<file path="src/shared/uem_pkg.sv">
package uem_pkg;
	// ==========================================================
	// Register map
	localparam logic [11:0] UEM_OFFSET    = 12'h108;
	localparam logic [11:0] UES_OFFSET    = 12'h104;
	localparam logic [31:0] UEM_RESET     = 32'h00000000;
	localparam logic [31:0] UES_RESET     = 32'h00000000;
	// ==========================================================
	// Field positions
	localparam int OBSOLETE_POS  = 0;
	localparam int LINK_PROT_POS = 4;
	localparam int SURPRISE_POS  = 5;
	localparam int POISONED_POS  = 12;
	localparam int FLOW_CTRL_POS = 13;
	localparam int COMP_TO_POS   = 14;
	localparam int COMP_AB_POS   = 15;
	localparam int UNEXP_POS     = 16;
	localparam int RX_OVF_POS    = 17;
	localparam int MALFORMED_POS = 18;
	localparam int ECRC_POS      = 19;
	localparam int UNSUP_POS     = 20;
	// Writable bits of the mask (obsolete bit plus the mask bits)
	localparam logic [31:0] UEM_WMASK     = 32'h001F3031;
	// Bits that gate logging and reporting
	localparam logic [31:0] UEM_GATEMASK  = 32'h001F3030;
	// Status bits that hardware may set
	localparam logic [31:0] UES_SETMASK   = 32'h001F3031;
	// ==========================================================
	// Access state
	typedef enum logic [1:0] {
		ACC_IDLE  = 2'b00,
		ACC_READ  = 2'b01,
		ACC_WRITE = 2'b11
	} acc_state_type;
endpackage
</file>
<file path="src/hw/sticky_bit.sv">
`timescale 1ns/1ps
// One sticky register bit: reset to RESET_VAL only by power-on reset, otherwise changed only by a write
module sticky_bit #(
	parameter bit RESET_VAL = 1'b0
) (
	input  wire logic clk,
	input  wire logic por_n,
	input  wire logic wr_en,
	input  wire logic wr_val,
	output logic      q
);
	always_ff @(posedge clk) begin
		if (!por_n) begin
			q <= RESET_VAL;
		end else if (wr_en) begin
			q <= wr_val;
		end
	end
endmodule // sticky_bit

</file>
<file path="src/hw/uncorrectable_error_mask.sv">
`timescale 1ns/1ps
module uncorrectable_error_mask (
	input  wire logic        SYS_CLK,
	input  wire logic        RST_N,
	input  wire logic        POR_N,
	input  wire logic        CFG_WR,
	input  wire logic        CFG_RD,
	input  wire logic [11:0] CFG_ADDR,
	input  wire logic [31:0] CFG_WDATA,
	input  wire logic [3:0]  CFG_BE,
	input  wire logic [31:0] ERR_DETECT,
	output logic      [31:0] CFG_RDATA,
	output logic             CFG_RVALID,
	output logic      [31:0] STATUS_OUT,
	output logic      [31:0] MASK_OUT,
	output logic      [31:0] REPORT_OUT,
	output logic             REPORT_PULSE
);
	// ==========================================================
	// Decode
	logic [31:0] be_bits;
	logic        hit_mask;
	logic        hit_status;
	logic [31:0] mask_q;
	logic [31:0] mask_wen;
	logic [31:0] status_r;
	logic [31:0] status_nxt;
	logic [31:0] gated_detect;

	always_comb begin
		be_bits = {{8{CFG_BE[3]}}, {8{CFG_BE[2]}},
			{8{CFG_BE[1]}}, {8{CFG_BE[0]}}};
	end
	assign hit_mask   = CFG_ADDR == uem_pkg::UEM_OFFSET;
	assign hit_status = CFG_ADDR == uem_pkg::UES_OFFSET;

	// ==========================================================
	// Mask bits: only writable positions get storage
	// Reserved and hardwired bits have no flop, so writes vanish
	assign mask_wen = (CFG_WR && hit_mask) ?
		(be_bits & uem_pkg::UEM_WMASK) : 32'h00000000;

	genvar gi;
	generate
		for (gi = 0; gi < 32; gi++) begin : g_mask
			if (uem_pkg::UEM_WMASK[gi]) begin : g_rw
				// Warm reset RST_N deliberately not used here
				sticky_bit #(
					.RESET_VAL (uem_pkg::UEM_RESET[gi])
				) u_bit (
					.clk    (SYS_CLK),
					.por_n  (POR_N),
					.wr_en  (mask_wen[gi]),
					.wr_val (CFG_WDATA[gi]),
					.q      (mask_q[gi])
				);
			end else begin : g_ro
				assign mask_q[gi] = 1'b0;
			end
		end
	endgenerate

	// ==========================================================
	// Status logging, gated by mask
	// Obsolete bit 0 is not in the gate set, so it never masks
	assign gated_detect = ERR_DETECT & uem_pkg::UES_SETMASK &
		~(mask_q & uem_pkg::UEM_GATEMASK);

	always_comb begin
		status_nxt = status_r;
		if (CFG_WR && hit_status) begin
			status_nxt = status_nxt & ~(CFG_WDATA & be_bits);
		end
		// Set wins over a clear in the same cycle
		status_nxt = status_nxt | gated_detect;
	end

	// Status is sticky as well: power-on only
	always_ff @(posedge SYS_CLK) begin
		if (!POR_N) begin
			status_r <= uem_pkg::UES_RESET;
		end else begin
			status_r <= status_nxt;
		end
	end

	// ==========================================================
	// Reporting toward the root complex
	always_ff @(posedge SYS_CLK) begin
		if (!RST_N) begin
			REPORT_OUT   <= 32'h00000000;
			REPORT_PULSE <= 1'b0;
		end else begin
			REPORT_OUT   <= gated_detect;
			REPORT_PULSE <= |gated_detect;
		end
	end

	always_ff @(posedge SYS_CLK) begin
		if (!RST_N) begin
			STATUS_OUT <= 32'h00000000;
			MASK_OUT   <= 32'h00000000;
		end else begin
			STATUS_OUT <= status_nxt;
			MASK_OUT   <= mask_q & uem_pkg::UEM_GATEMASK;
		end
	end

	// ==========================================================
	// Read port: one cycle latency, unmapped reads zero
	always_ff @(posedge SYS_CLK) begin
		if (!RST_N) begin
			CFG_RDATA  <= 32'h00000000;
			CFG_RVALID <= 1'b0;
		end else begin
			CFG_RVALID <= CFG_RD;
			if (CFG_RD && hit_mask) begin
				CFG_RDATA <= mask_q & be_bits;
			end else if (CFG_RD && hit_status) begin
				CFG_RDATA <= status_r & be_bits;
			end else begin
				CFG_RDATA <= 32'h00000000;
			end
		end
	end

	// ==========================================================
	// Checks
	a_masked_no_report: assert property (@(posedge SYS_CLK)
		disable iff (!RST_N)
		(ERR_DETECT[uem_pkg::UNSUP_POS] && mask_q[uem_pkg::UNSUP_POS])
		|=> !REPORT_OUT[uem_pkg::UNSUP_POS])
		else $error("masked error reported");
	// Covers every gated class at once, not just one sample bit
	a_masked_none_out: assert property (@(posedge SYS_CLK)
		disable iff (!RST_N)
		RST_N |=> (REPORT_OUT & $past(mask_q) &
			uem_pkg::UEM_GATEMASK) == 32'h00000000)
		else $error("masked class reached report");
	a_masked_no_log: assert property (@(posedge SYS_CLK)
		disable iff (!POR_N)
		(!status_r[uem_pkg::LINK_PROT_POS] &&
		 mask_q[uem_pkg::LINK_PROT_POS] &&
		 !(CFG_WR && hit_mask))
		|=> !status_r[uem_pkg::LINK_PROT_POS])
		else $error("masked error logged");
	a_unmasked_logs: assert property (@(posedge SYS_CLK)
		disable iff (!POR_N)
		(ERR_DETECT[uem_pkg::SURPRISE_POS] &&
		 !mask_q[uem_pkg::SURPRISE_POS])
		|=> status_r[uem_pkg::SURPRISE_POS])
		else $error("unmasked error not logged");
	a_mask_write_takes: assert property (@(posedge SYS_CLK)
		disable iff (!POR_N)
		(CFG_WR && hit_mask && CFG_BE[1])
		|=> mask_q[uem_pkg::POISONED_POS] ==
			$past(CFG_WDATA[uem_pkg::POISONED_POS]) &&
			mask_q[uem_pkg::FLOW_CTRL_POS] ==
			$past(CFG_WDATA[uem_pkg::FLOW_CTRL_POS]))
		else $error("mask write lost");
	a_hardwired_zero: assert property (@(posedge SYS_CLK)
		disable iff (!RST_N)
		CFG_RVALID && $past(hit_mask) |->
		CFG_RDATA[uem_pkg::COMP_AB_POS:uem_pkg::COMP_TO_POS] == 2'b00)
		else $error("hardwired bit reads one");
	a_mask_readback: assert property (@(posedge SYS_CLK)
		disable iff (!RST_N)
		(CFG_RD && hit_mask && CFG_BE[2])
		|=> CFG_RDATA[uem_pkg::ECRC_POS:uem_pkg::UNEXP_POS] ==
			$past(mask_q[uem_pkg::ECRC_POS:uem_pkg::UNEXP_POS]))
		else $error("mask bits read back wrong");
	a_unsup_no_log: assert property (@(posedge SYS_CLK)
		disable iff (!POR_N)
		(ERR_DETECT[uem_pkg::UNSUP_POS] && mask_q[uem_pkg::UNSUP_POS] &&
		 !status_r[uem_pkg::UNSUP_POS])
		|=> !status_r[uem_pkg::UNSUP_POS])
		else $error("masked request error logged");
	a_reserved_zero: assert property (@(posedge SYS_CLK)
		disable iff (!RST_N)
		CFG_RVALID |-> (CFG_RDATA & ~uem_pkg::UEM_WMASK &
			~uem_pkg::UES_SETMASK) == 32'h00000000)
		else $error("reserved bit reads one");
	a_sticky_warm: assert property (@(posedge SYS_CLK)
		POR_N && !RST_N && !CFG_WR |=> $stable(mask_q))
		else $error("mask lost on warm reset");
	// Obsolete bit set must still let its event be logged
	a_obsolete_log: assert property (@(posedge SYS_CLK)
		disable iff (!POR_N)
		(ERR_DETECT[uem_pkg::OBSOLETE_POS] &&
		 mask_q[uem_pkg::OBSOLETE_POS])
		|=> status_r[uem_pkg::OBSOLETE_POS])
		else $error("obsolete bit gated logging");
	a_obsolete_report: assert property (@(posedge SYS_CLK)
		disable iff (!RST_N)
		ERR_DETECT[uem_pkg::OBSOLETE_POS] |=>
		REPORT_OUT[uem_pkg::OBSOLETE_POS])
		else $error("obsolete bit masked an event");
	a_gate_out_match: assert property (@(posedge SYS_CLK)
		disable iff (!RST_N)
		RST_N |=> MASK_OUT == ($past(mask_q) & uem_pkg::UEM_GATEMASK))
		else $error("gating mask output wrong");
	a_w1c_clear: assert property (@(posedge SYS_CLK)
		disable iff (!POR_N)
		(CFG_WR && hit_status && CFG_BE[2] &&
		 CFG_WDATA[uem_pkg::RX_OVF_POS] &&
		 !ERR_DETECT[uem_pkg::RX_OVF_POS])
		|=> !status_r[uem_pkg::RX_OVF_POS])
		else $error("write one did not clear");
	// Same-cycle event and clear: the event must survive
	a_set_wins: assert property (@(posedge SYS_CLK)
		disable iff (!POR_N)
		(CFG_WR && hit_status && CFG_BE[0] &&
		 CFG_WDATA[uem_pkg::LINK_PROT_POS] &&
		 ERR_DETECT[uem_pkg::LINK_PROT_POS] &&
		 !mask_q[uem_pkg::LINK_PROT_POS])
		|=> status_r[uem_pkg::LINK_PROT_POS])
		else $error("clear beat a new event");
	a_read_timing: assert property (@(posedge SYS_CLK)
		disable iff (!RST_N)
		CFG_RD |=> CFG_RVALID)
		else $error("read answer late");
	a_warm_quiet: assert property (@(posedge SYS_CLK)
		!RST_N |=> REPORT_OUT == 32'h00000000 && !REPORT_PULSE &&
			!CFG_RVALID)
		else $error("output active in warm reset");
endmodule // uncorrectable_error_mask

</file>
<file path="config.mk">
export PLATFORM = sky130hd
export DESIGN_NAME = uncorrectable_error_mask
export DESIGN_NICKNAME = d
export VERILOG_FILES = /design/src/shared/uem_pkg.sv /design/src/hw/sticky_bit.sv /design/src/hw/uncorrectable_error_mask.sv
export SDC_FILE = /design/constraint.sdc
export NUM_CORES = 1
export LEC_CHECK = 0
export ABC_AREA = 1
export BUFFER_PORTS_ARGS = -buffer_cell sky130_fd_sc_hd__clkbuf_2
export CORE_MARGIN = 8
export CORE_UTILIZATION = 35
export DETAILED_ROUTE_END_ITERATION = 8
export SLEW_MARGIN = 40
export SYNTH_ARGS = -nofsm -noshare
export SYNTH_HDL_FRONTEND = slang
export SYNTH_SLANG_ARGS = --single-unit
</file>
<file path="constraint.sdc">
create_clock -name SYS_CLK -period 4.4 [get_ports SYS_CLK]
set_clock_uncertainty 0.2 [all_clocks]
set_input_delay 0.88 -clock SYS_CLK [delete_from_list [all_inputs] [get_ports SYS_CLK]]
set_output_delay 0.88 -clock SYS_CLK [all_outputs]
set_load 0.05 [all_outputs]
</file>
==> results of run 1 <==
==> through the flow <==
step	setup WS, ps	util	hold WS [ps]
floorplan	2370	-	205
global placement	1470	0.412	212
detailed placement	1460	0.412	217
CTS	1870	0.456	227
global route	1720	0.456	236
finish	1900	0.456	225
==> power by group <==
| group | switching (W) | internal (W) | leakage (nW) |
|---|---|---|---|
| Combinational | 0.000206 | 0.0000456 | 1.69 |
| Sequential | 0.00000697 | 0.00117 | 1.03 |
| Clock | 0.000515 | 0.000862 | 0.285 |
==> critical path, cell delays in order <==
cell and delay [ps]:
sky130_fd_sc_hd__clkbuf_2 80, sky130_fd_sc_hd__inv_1 40, sky130_fd_sc_hd__nand2_1 100, sky130_fd_sc_hd__nor2_2 550, sky130_fd_sc_hd__nand3_4 440, sky130_fd_sc_hd__o21ai_0 410, sky130_fd_sc_hd__nor2_1 80
==> layout by cell type, fill, tap and decap left out <==
master / count
sky130_fd_sc_hd__a21oi_1: 20
sky130_fd_sc_hd__nand2_2: 3
sky130_fd_sc_hd__bufinv_16: 2
sky130_fd_sc_hd__inv_1: 79
sky130_fd_sc_hd__clkinv_1: 1
sky130_fd_sc_hd__o21ai_0: 3
sky130_fd_sc_hd__o21ai_2: 20
sky130_fd_sc_hd__nand2_1: 105
sky130_fd_sc_hd__clkbuf_16: 17
sky130_fd_sc_hd__nand3_4: 2
sky130_fd_sc_hd__nor2_2: 4
sky130_fd_sc_hd__clkinv_4: 3
sky130_fd_sc_hd__nor2_1: 129
sky130_fd_sc_hd__clkbuf_8: 2
sky130_fd_sc_hd__clkbuf_2: 147
sky130_fd_sc_hd__dfxtp_1: 127
sky130_fd_sc_hd__nor2_8: 1
sky130_fd_sc_hd__clkinv_2: 4
sky130_fd_sc_hd__nand3_2: 3
sky130_fd_sc_hd__buf_4: 2
sky130_fd_sc_hd__nand4_1: 25
sky130_fd_sc_hd__nor2_4: 2
sky130_fd_sc_hd__clkinvlp_4: 3
sky130_fd_sc_hd__conb_1: 45
sky130_fd_sc_hd__inv_2: 1
sky130_fd_sc_hd__nand3_1: 2
sky130_fd_sc_hd__inv_6: 1
==> logic make-up (layout without fill, tap and decap cells) <==
logic type,count (synthesis),count (layout),share of synthesized area
DFF,127,127,0.531
buffers and inverters,148,262,0.157
and+or+nand+nor,276,276,0.250
AOI/OAI and AO/OA,43,43,0.0607
other,1,45,0.000784
==> metal layers <==
metal | global-route usage | vias up
met3 | 0.0821 | 26
met1 | 0.166 | 1747
met5 | 0 | -
li1 | - | 2006
met4 | 0.0694 | 2
met2 | 0.229 | 144
==> flip-flops by register name, indices dropped and copies added, names as in the netlist <==
signal / cells
CFG_RDATA: 32
STATUS_OUT: 32
status_r: 32
REPORT_OUT: 10
g_mask.g_rw.u_bit.q: 10
MASK_OUT: 9
CFG_RVALID: 1
REPORT_PULSE: 1
==> area by class of cell <==
class | count | area (sq um)
Timing Repair Buffer | 149 | 751
Sequential cell | 127 | 2540
Tap cell | 176 | 220
Multi-Input combinational cell | 364 | 1660
Inverter | 81 | 304
Clock inverter | 13 | 138
Fill cell | 1368 | 7230
Clock buffer | 19 | 453
==> worst max-delay path by stage <==
stage                     start        endpoint  slack (ps)  cells past startpoint
finish              CFG_ADDR[0]     status_r[6]        1900                      7
global route        CFG_ADDR[1]     status_r[6]        1720                      7
CTS                 CFG_ADDR[0]     status_r[6]        1870                      7
detailed placement  CFG_ADDR[0]     status_r[6]        1460                      7
global placement    CFG_ADDR[0]  STATUS_OUT[31]        1470                      7
floorplan           CFG_ADDR[0]   STATUS_OUT[4]        2370                      7
==> results.cfg, run 1 <==
[cells_and_area]
post_route_cells_drive_above_1_share = 0.288
finish.instance_area_sq_mm = 0.00606
fin_nets = 825
layout-area-overhead-vs-synth_pct = 26.7
number_of_antenna_diodes = 0
layout.cells.non_filler = 929

[route]
ant_nets = 0
total_routed_length_mm = 13.0
met3_length_mm = 1.36
drt-vias-per-instance = 4.22
post_detailed_route_wirelength_per_cell_microns = 13.9
drt-initial-drc-count = 179
detailroute.wirelength.met2_mm = 5.74
via_count = 3925
detailedRoute.firstPassIterationCount = 4
dr.max_layer_used = met5
post_route_drc = 0
m1WireLength_mm = 5.57

[grt]
grt_usage = 0.149
grt_pass1_wl_mm = 20.5
initial_antenna_violation_count = 1
grt-ovfl-total = 0
grt_pass1_vias = 3985
grt_start_max_net_pins = 43

[logic_synthesis]
ys_types = 23
number_of_warnings_issued_by_yosys = 0
number_of_flip_flops_and_latches_in_the_synthesized_netlist = 127
async_flop_share = 0
synth.largest_area_cell = sky130_fd_sc_hd__dfxtp_1
synth_top_flop_cell = sky130_fd_sc_hd__dfxtp_1
synthMostInstantiatedCell = sky130_fd_sc_hd__nor2_1
area_share_of_the_leading_cell_type_in_the_synthesized_netlist = 0.531
main_area_contributors_after_synthesis = sky130_fd_sc_hd__dfxtp_1 53%, sky130_fd_sc_hd__nor2_1 10%, sky130_fd_sc_hd__nand2_1 8.2%
post_synth.cell_area_avg_sq_um = 8.04
synthesis.instances = 595
seq_area_frac_synth = 0.531
synth_enable_flop_cells = 0
synthesis.area_sq_mm = 0.00478
synth_top_cells_by_count = 129 x sky130_fd_sc_hd__nor2_1, 127 x sky130_fd_sc_hd__dfxtp_1, 105 x sky130_fd_sc_hd__nand2_1, 79 x sky130_fd_sc_hd__inv_1, 45 x sky130_fd_sc_hd__buf_4

[sta]
portion_of_the_clock_cycle_consumed_by_the_worst_path_in_the_final_layout = 0.568
timing_worst_slew_pin_value_ps = 683
fin_crit_ps = 2500
sum_of_negative_setup_slack_ps = 0
timing_hold_violations_final = 0
slew_headroom = 0.544
setup_viol = 0
timing.fmax_mhz = 400
report.final.slew_viol_count = 0
grt_setup_unrepaired = false

[placement]
dp_hpwl_mm = 9.59
post-place-cells = 897
dpl-instance-area_sq_mm = 0.00547
placement.io_buffers = 147
gp_routability_congestion = 0.814

[setup_path]
regToRegEndpoint = REPORT_PULSE
endpoint_type_of_the_worst_setup_path = register
ff2ff_path_depth = 7
worst-endpoint-arrival_ps = 2580
critical_path.reg2reg.startpoint = g_mask[5].g_rw.u_bit.q
worst-r2r-setup-slack_ps = 3060
critical_path_peak_fanout = 22
critPathKind = primary input to register
worst_ep_required_time_ps = 4490
crit_path_start_kind = primary input

[worst_hold_path]
hold_depth = 2
timing.hold.worst.class = register to register
min_to = MASK_OUT[5]
worst_hold_startpoint = g_mask[5].g_rw.u_bit.q

[clocking]
clkSinkCount = 127
clock_tree_from_tritoncts = done
cts_hold_buf = 0
clock_tree.buffer_depth = 2
clk_transition_reported_paths_ps = 60
buffer_cell_driving_the_clock_tree_root = sky130_fd_sc_hd__clkbuf_16
cts_inserted_buffers = 17
post_cts_resize_count = 0
worstSkewPairLatency_ps = 420
postCtsSetupBuffers = 0
level_count_of_the_clock_h_tree = 4

[pwr]
p_leak_nw = 3.01
worst_ir_drop_vdd_uv = 229
post_route_total_power_w = 0.00280
power-per-cell-area_mw_per_mm2 = 463

[run_status]
status = finished clean

[floorplanning]
starting_density_of_the_core = 0.360
num_io_pins = 215
design.core.area_sq_mm = 0.0133
die-width_microns = 133
die_footprint_sq_mm = 0.0177
die_h_microns = 133
placementRows = 42

[run]
drv.max_cap_violation_count = 0
Note: power is estimated with default switching activity, not from simulation.
==> run 2, diff against run 1 <==
Clock period 4.4 ns to 2.15 ns, I/O delays scaled along.
==> run 2 against run 1 <==
  * Combinational power rose by 110%
  * Total power grew 100%
  * Worst setup slack got worse by 1400 ps
  * Count of clock-buffer cells in the layout is the same
  * Critical path depth shrank 6
  * Hold slack worse by 180 ps
==> results.cfg, run 2 (synthesized netlist as in run 1, its figures left out) <==
[route]
post_detailed_route_wirelength_per_cell_microns = 13.9
post_route_drc = 0
detailedRoute.firstPassIterationCount = 4
total_routed_length_mm = 13.0
drt-vias-per-instance = 4.26
via_count = 3994
drt-initial-drc-count = 250
ant_nets = 0

[clocking]
worstSkewPairLatency_ps = 410
clk_transition_reported_paths_ps = 60
clkSinkCount = 127
post_cts_resize_count = 0
clock_tree.buffer_depth = 2
level_count_of_the_clock_h_tree = 4
cts_hold_buf = 0
clock_tree_from_tritoncts = done
cts_inserted_buffers = 17
postCtsSetupBuffers = 0
buffer_cell_driving_the_clock_tree_root = sky130_fd_sc_hd__clkbuf_16

[cells_and_area]
layout_top_registers = CFG_RDATA (32), STATUS_OUT (32), status_r (32)
post_route_cells_drive_above_1_share = 0.296
layout-area-overhead-vs-synth_pct = 28.3
fin_nets = 833
finish.instance_area_sq_mm = 0.00614
layout.cells.most_common_list = 147 x sky130_fd_sc_hd__clkbuf_2, 129 x sky130_fd_sc_hd__nor2_1, 127 x sky130_fd_sc_hd__dfxtp_1, 105 x sky130_fd_sc_hd__nand2_1, 79 x sky130_fd_sc_hd__inv_1
number_of_antenna_diodes = 0
final_common_cell = sky130_fd_sc_hd__clkbuf_2
fill_cells = 1392

[floorplanning]
die-width_microns = 133
starting_density_of_the_core = 0.360
design.core.area_sq_mm = 0.0133
num_io_pins = 215
die_footprint_sq_mm = 0.0177
placementRows = 42
die_h_microns = 133

[grt]
initial_antenna_violation_count = 0
grt_start_max_net_pins = 43
grt_usage = 0.149
grt-ovfl-total = 0
grt_pass1_wl_mm = 20.6
grt_pass1_vias = 4080

[sta]
timing_hold_violations_final = 0
sum_of_negative_setup_slack_ps = 0
final.setup.worst_slack_ps = 458
grt_setup_unrepaired = false
setup_viol = 0
report.final.slew_viol_count = 0
timing.fmax_mhz = 591
fin_crit_ps = 1690
portion_of_the_clock_cycle_consumed_by_the_worst_path_in_the_final_layout = 0.787

[setup_path]
worst-endpoint-arrival_ps = 1060
cp_top_family = flip-flops
critical_path_peak_fanout = 1
critical_path.slowest_cell = sky130_fd_sc_hd__dfxtp_1
worst_ep_required_time_ps = 1520
endpoint_type_of_the_worst_setup_path = output port
count_of_buffering_cells_on_the_critical_path_with_inverters_included = 1
critical_path.max_stage_delay_ps = 360
cell_by_cell_listing_of_the_critical_path = clkbuf_2
worst-r2r-setup-slack_ps = 860
critPathKind = register to output port
crit_path_start_kind = register

[placement]
gp_routability_congestion = 0.842
dpl-instance-area_sq_mm = 0.00556
dp_hpwl_mm = 9.69
placement.io_buffers = 147
placement.setup.worst_slack_ps = 139

[pwr]
total_internal_power_w = 0.00416
clkPwrFrac = 0.485
power.sequential.fraction = 0.423
proportion_of_total_power_due_to_net_switching = 0.268
p_leak_nw = 3.07
worst_ir_drop_vdd_uv = 493
power-per-cell-area_mw_per_mm2 = 927
pwr-share-comb = 0.092
net-switching-power_w = 0.00153

[run]
drv.max_cap_violation_count = 0

[run_status]
status = finished clean

[worst_hold_path]
timing.hold.worst.class = primary input to register
[run 2: cell types whose count changed in the layout (fill, tap and decap cells not counted), sizes merged]
cell      previous run  this run
clkinvlp             3         0
inv                 81        84
buf                  2        10
clkinv               8         9
bufinv               2         1
[run 2: power by group through the flow]
stage	logic (W)	registers [W]	clock network, W
finish	0.000523	0.00241	0.00276
global route	0.000561	0.00241	0.00295
CTS	0.000524	0.00241	0.00283
detailed placement	0.000522	0.00246	0
global placement	0.000522	0.00246	0
floorplan	0.000359	0.00255	0
[run 2: final timing paths]
path | start | endpoint | depth (start not counted)
worst max-delay path | STATUS_OUT[0] | STATUS_OUT[0] | 1
worst min-delay path | ERR_DETECT[0] | REPORT_OUT[0] | 3
worst max register to register | g_mask[5].g_rw.u_bit.q | REPORT_PULSE | 7
worst min register to register | status_r[31] | CFG_RDATA[31] | 2
[run 2: layout make-up]
cell class / count / area (sq um) / area share
clock inverter: 13 / 128 / 0.0208
multi-input combinational: 364 / 1660 / 0.270
timing repair buffer: 157 / 836 / 0.136
inverter: 81 / 304 / 0.0495
sequential: 127 / 2540 / 0.414
tap: 176 / 220 / 0.0359
clock buffer: 19 / 453 / 0.0738
[run 2: routing by layer]
layer	vias up	GRT usage	share of wire
met4	0	0.0574	0.021
li1	2033	-	-
met3	18	0.0821	0.10
met2	152	0.229	0.44
met1	1791	0.170	0.44
met5	-	0	0
[run 2: worst register-to-register path: cells and delay by family (launching register included)]
family / cells / cell delay [ps]
DFF: 1 / 330
AOI/OAI and AO/OA: 1 / 140
buffers and inverters: 2 / 140
and+or+nand+nor: 4 / 390
[run 2: through the flow]
stage	util	instances	hold WS (ps)	power, W
after floorplan	-	639	205	0.00291
after global placement	0.418	905	212	0.00298
after detailed placement	0.418	905	213	0.00298
after CTS	0.462	937	22.3	0.00576
after global routing	0.462	937	45.6	0.00592
final	0.462	937	46.4	0.00569
==> run 3, diff against run 2 <==
Clock period 2.15 ns to 1.7 ns, I/O delays scaled along.
==> run 3 against run 2 <==
  * Utilization increased by 1.2 points
  * Critical endpoint unchanged
  * Sequential power increased by 27%
  * Critical path depth unchanged
  * Hold slack got worse by 16 ps
==> results.cfg, run 3 (synthesized netlist as in run 1, its figures left out) <==
[run_status]
status = finished clean

[setup_path]
cell_by_cell_listing_of_the_critical_path = clkbuf_2
worst_ep_required_time_ps = 1160
critical_path_peak_fanout = 1
cp_top_family = flip-flops
crit_path_start_kind = register
worst-endpoint-arrival_ps = 1060
worst-r2r-setup-slack_ps = 350
count_of_buffering_cells_on_the_critical_path_with_inverters_included = 1
critical_path.max_stage_delay_ps = 360
critPathKind = register to output port
endpoint_type_of_the_worst_setup_path = output port
critical_path.slowest_cell = sky130_fd_sc_hd__dfxtp_1

[pwr]
net-switching-power_w = 0.00184
clkPwrFrac = 0.513
power-per-cell-area_mw_per_mm2 = 1210
power.sequential.fraction = 0.399
pwr-share-comb = 0.088
proportion_of_total_power_due_to_net_switching = 0.241
p_leak_nw = 3.14
worst_ir_drop_vdd_uv = 634
total_internal_power_w = 0.00580

[cells_and_area]
layout.cells.non_filler = 951
final_common_cell = sky130_fd_sc_hd__clkbuf_2
post_route_cells_drive_above_1_share = 0.302
layout_top_registers = CFG_RDATA (32), STATUS_OUT (32), status_r (32)
number_of_antenna_diodes = 0
layout.cells.most_common_list = 147 x sky130_fd_sc_hd__clkbuf_2, 129 x sky130_fd_sc_hd__nor2_1, 127 x sky130_fd_sc_hd__dfxtp_1, 105 x sky130_fd_sc_hd__nand2_1, 79 x sky130_fd_sc_hd__inv_1
fin_nets = 847
layout-area-overhead-vs-synth_pct = 31.5

[clocking]
clkSinkCount = 127
level_count_of_the_clock_h_tree = 4
postCtsSetupBuffers = 0
cts_inserted_buffers = 17
buffer_cell_driving_the_clock_tree_root = sky130_fd_sc_hd__clkbuf_16
clk_transition_reported_paths_ps = 50
worstSkewPairLatency_ps = 410
clock_tree.buffer_depth = 2
post_cts_resize_count = 0
cts_hold_buf = 2
clock_tree_from_tritoncts = done

[grt]
grt_pass1_wl_mm = 20.9
grt_usage = 0.151
grt_start_max_net_pins = 33
grt-ovfl-total = 0
initial_antenna_violation_count = 1
grt_pass1_vias = 4186

[floorplanning]
placementRows = 42
design.core.area_sq_mm = 0.0133
num_io_pins = 215
starting_density_of_the_core = 0.360
die_h_microns = 133
die-width_microns = 133
die_footprint_sq_mm = 0.0177

[sta]
timing_hold_violations_final = 0
portion_of_the_clock_cycle_consumed_by_the_worst_path_in_the_final_layout = 0.943
sum_of_negative_setup_slack_ps = 0
setup_viol = 0
report.final.slew_viol_count = 0
grt_setup_unrepaired = false
timing.fmax_mhz = 624
final.setup.worst_slack_ps = 97.0
fin_crit_ps = 1600

[placement]
post-place-cells = 917
gp_routability_congestion = 0.836
placement.io_buffers = 147
placement.setup.worst_slack_ps = -63.9
dp_hpwl_mm = 9.88

[worst_hold_path]
timing.hold.worst.class = primary input to register

[route]
post_detailed_route_wirelength_per_cell_microns = 13.6
via_count = 4008
post_route_drc = 0
detailroute.wirelength.met2_mm = 5.73
drt-vias-per-instance = 4.21
ant_nets = 0
detailedRoute.firstPassIterationCount = 4
drt-initial-drc-count = 170
met3_length_mm = 1.19
dr.max_layer_used = met5
m1WireLength_mm = 5.72
total_routed_length_mm = 13.0

[run]
drv.max_cap_violation_count = 0
-- run 3: changes by cell type in the layout (fill, tap and decap cells not counted), sizes merged --
cell / previous run / this run
clkinvlp: 0 / 1
bufinv: 1 / 5
buf: 10 / 22
dlygate4sd3: 0 / 2
inv: 84 / 81
clkbuf: 166 / 168
clkinv: 9 / 5
-- run 3: layer usage --
layer / GRT usage / up-vias
met3: 0.0746 / 23
met5: 0 / -
met4: 0.0707 / 2
met2: 0.235 / 149
li1: - / 2059
met1: 0.170 / 1775
-- run 3: worst paths after layout --
| kind | startpoint | to | cells past startpoint |
|---|---|---|---|
| worst min-delay path | ERR_DETECT[19] | REPORT_OUT[19] | 3 |
| worst min register to register | status_r[31] | CFG_RDATA[31] | 2 |
| worst max-delay path | STATUS_OUT[0] | STATUS_OUT[0] | 1 |
| worst max register to register | g_mask[13].g_rw.u_bit.q | REPORT_PULSE | 7 |
-- run 3: power groups by stage --
stage	logic, W	clock network, W	registers (W)
3_5_place_dp	0.000672	0	0.00311
6_report	0.000676	0.00392	0.00305
4_1_cts	0.000677	0.00400	0.00305
2_1_floorplan	0.000454	0	0.00322
3_3_place_gp	0.000670	0	0.00311
5_1_grt	0.000730	0.00414	0.00305
-- run 3: layout make-up --
class / count / area [sq um]
Multi-Input combinational cell: 364 / 1660
Clock buffer: 21 / 450
Sequential cell: 127 / 2540
Clock inverter: 11 / 186
Fill cell: 1359 / 7000
Timing Repair Buffer: 171 / 933
Tap cell: 176 / 220
Inverter: 81 / 304
-- run 3: stage by stage --
stage | instance area [sq um] | util | power, W | hold WS, ps
after floorplan | 4950 | - | 0.00368 | 205
after global placement | 5640 | 0.424 | 0.00378 | 213
after detailed placement | 5640 | 0.424 | 0.00378 | 212
after CTS | 6290 | 0.473 | 0.00772 | 8.75
after global routing | 6290 | 0.473 | 0.00792 | 40.8
final | 6290 | 0.473 | 0.00764 | 30.8
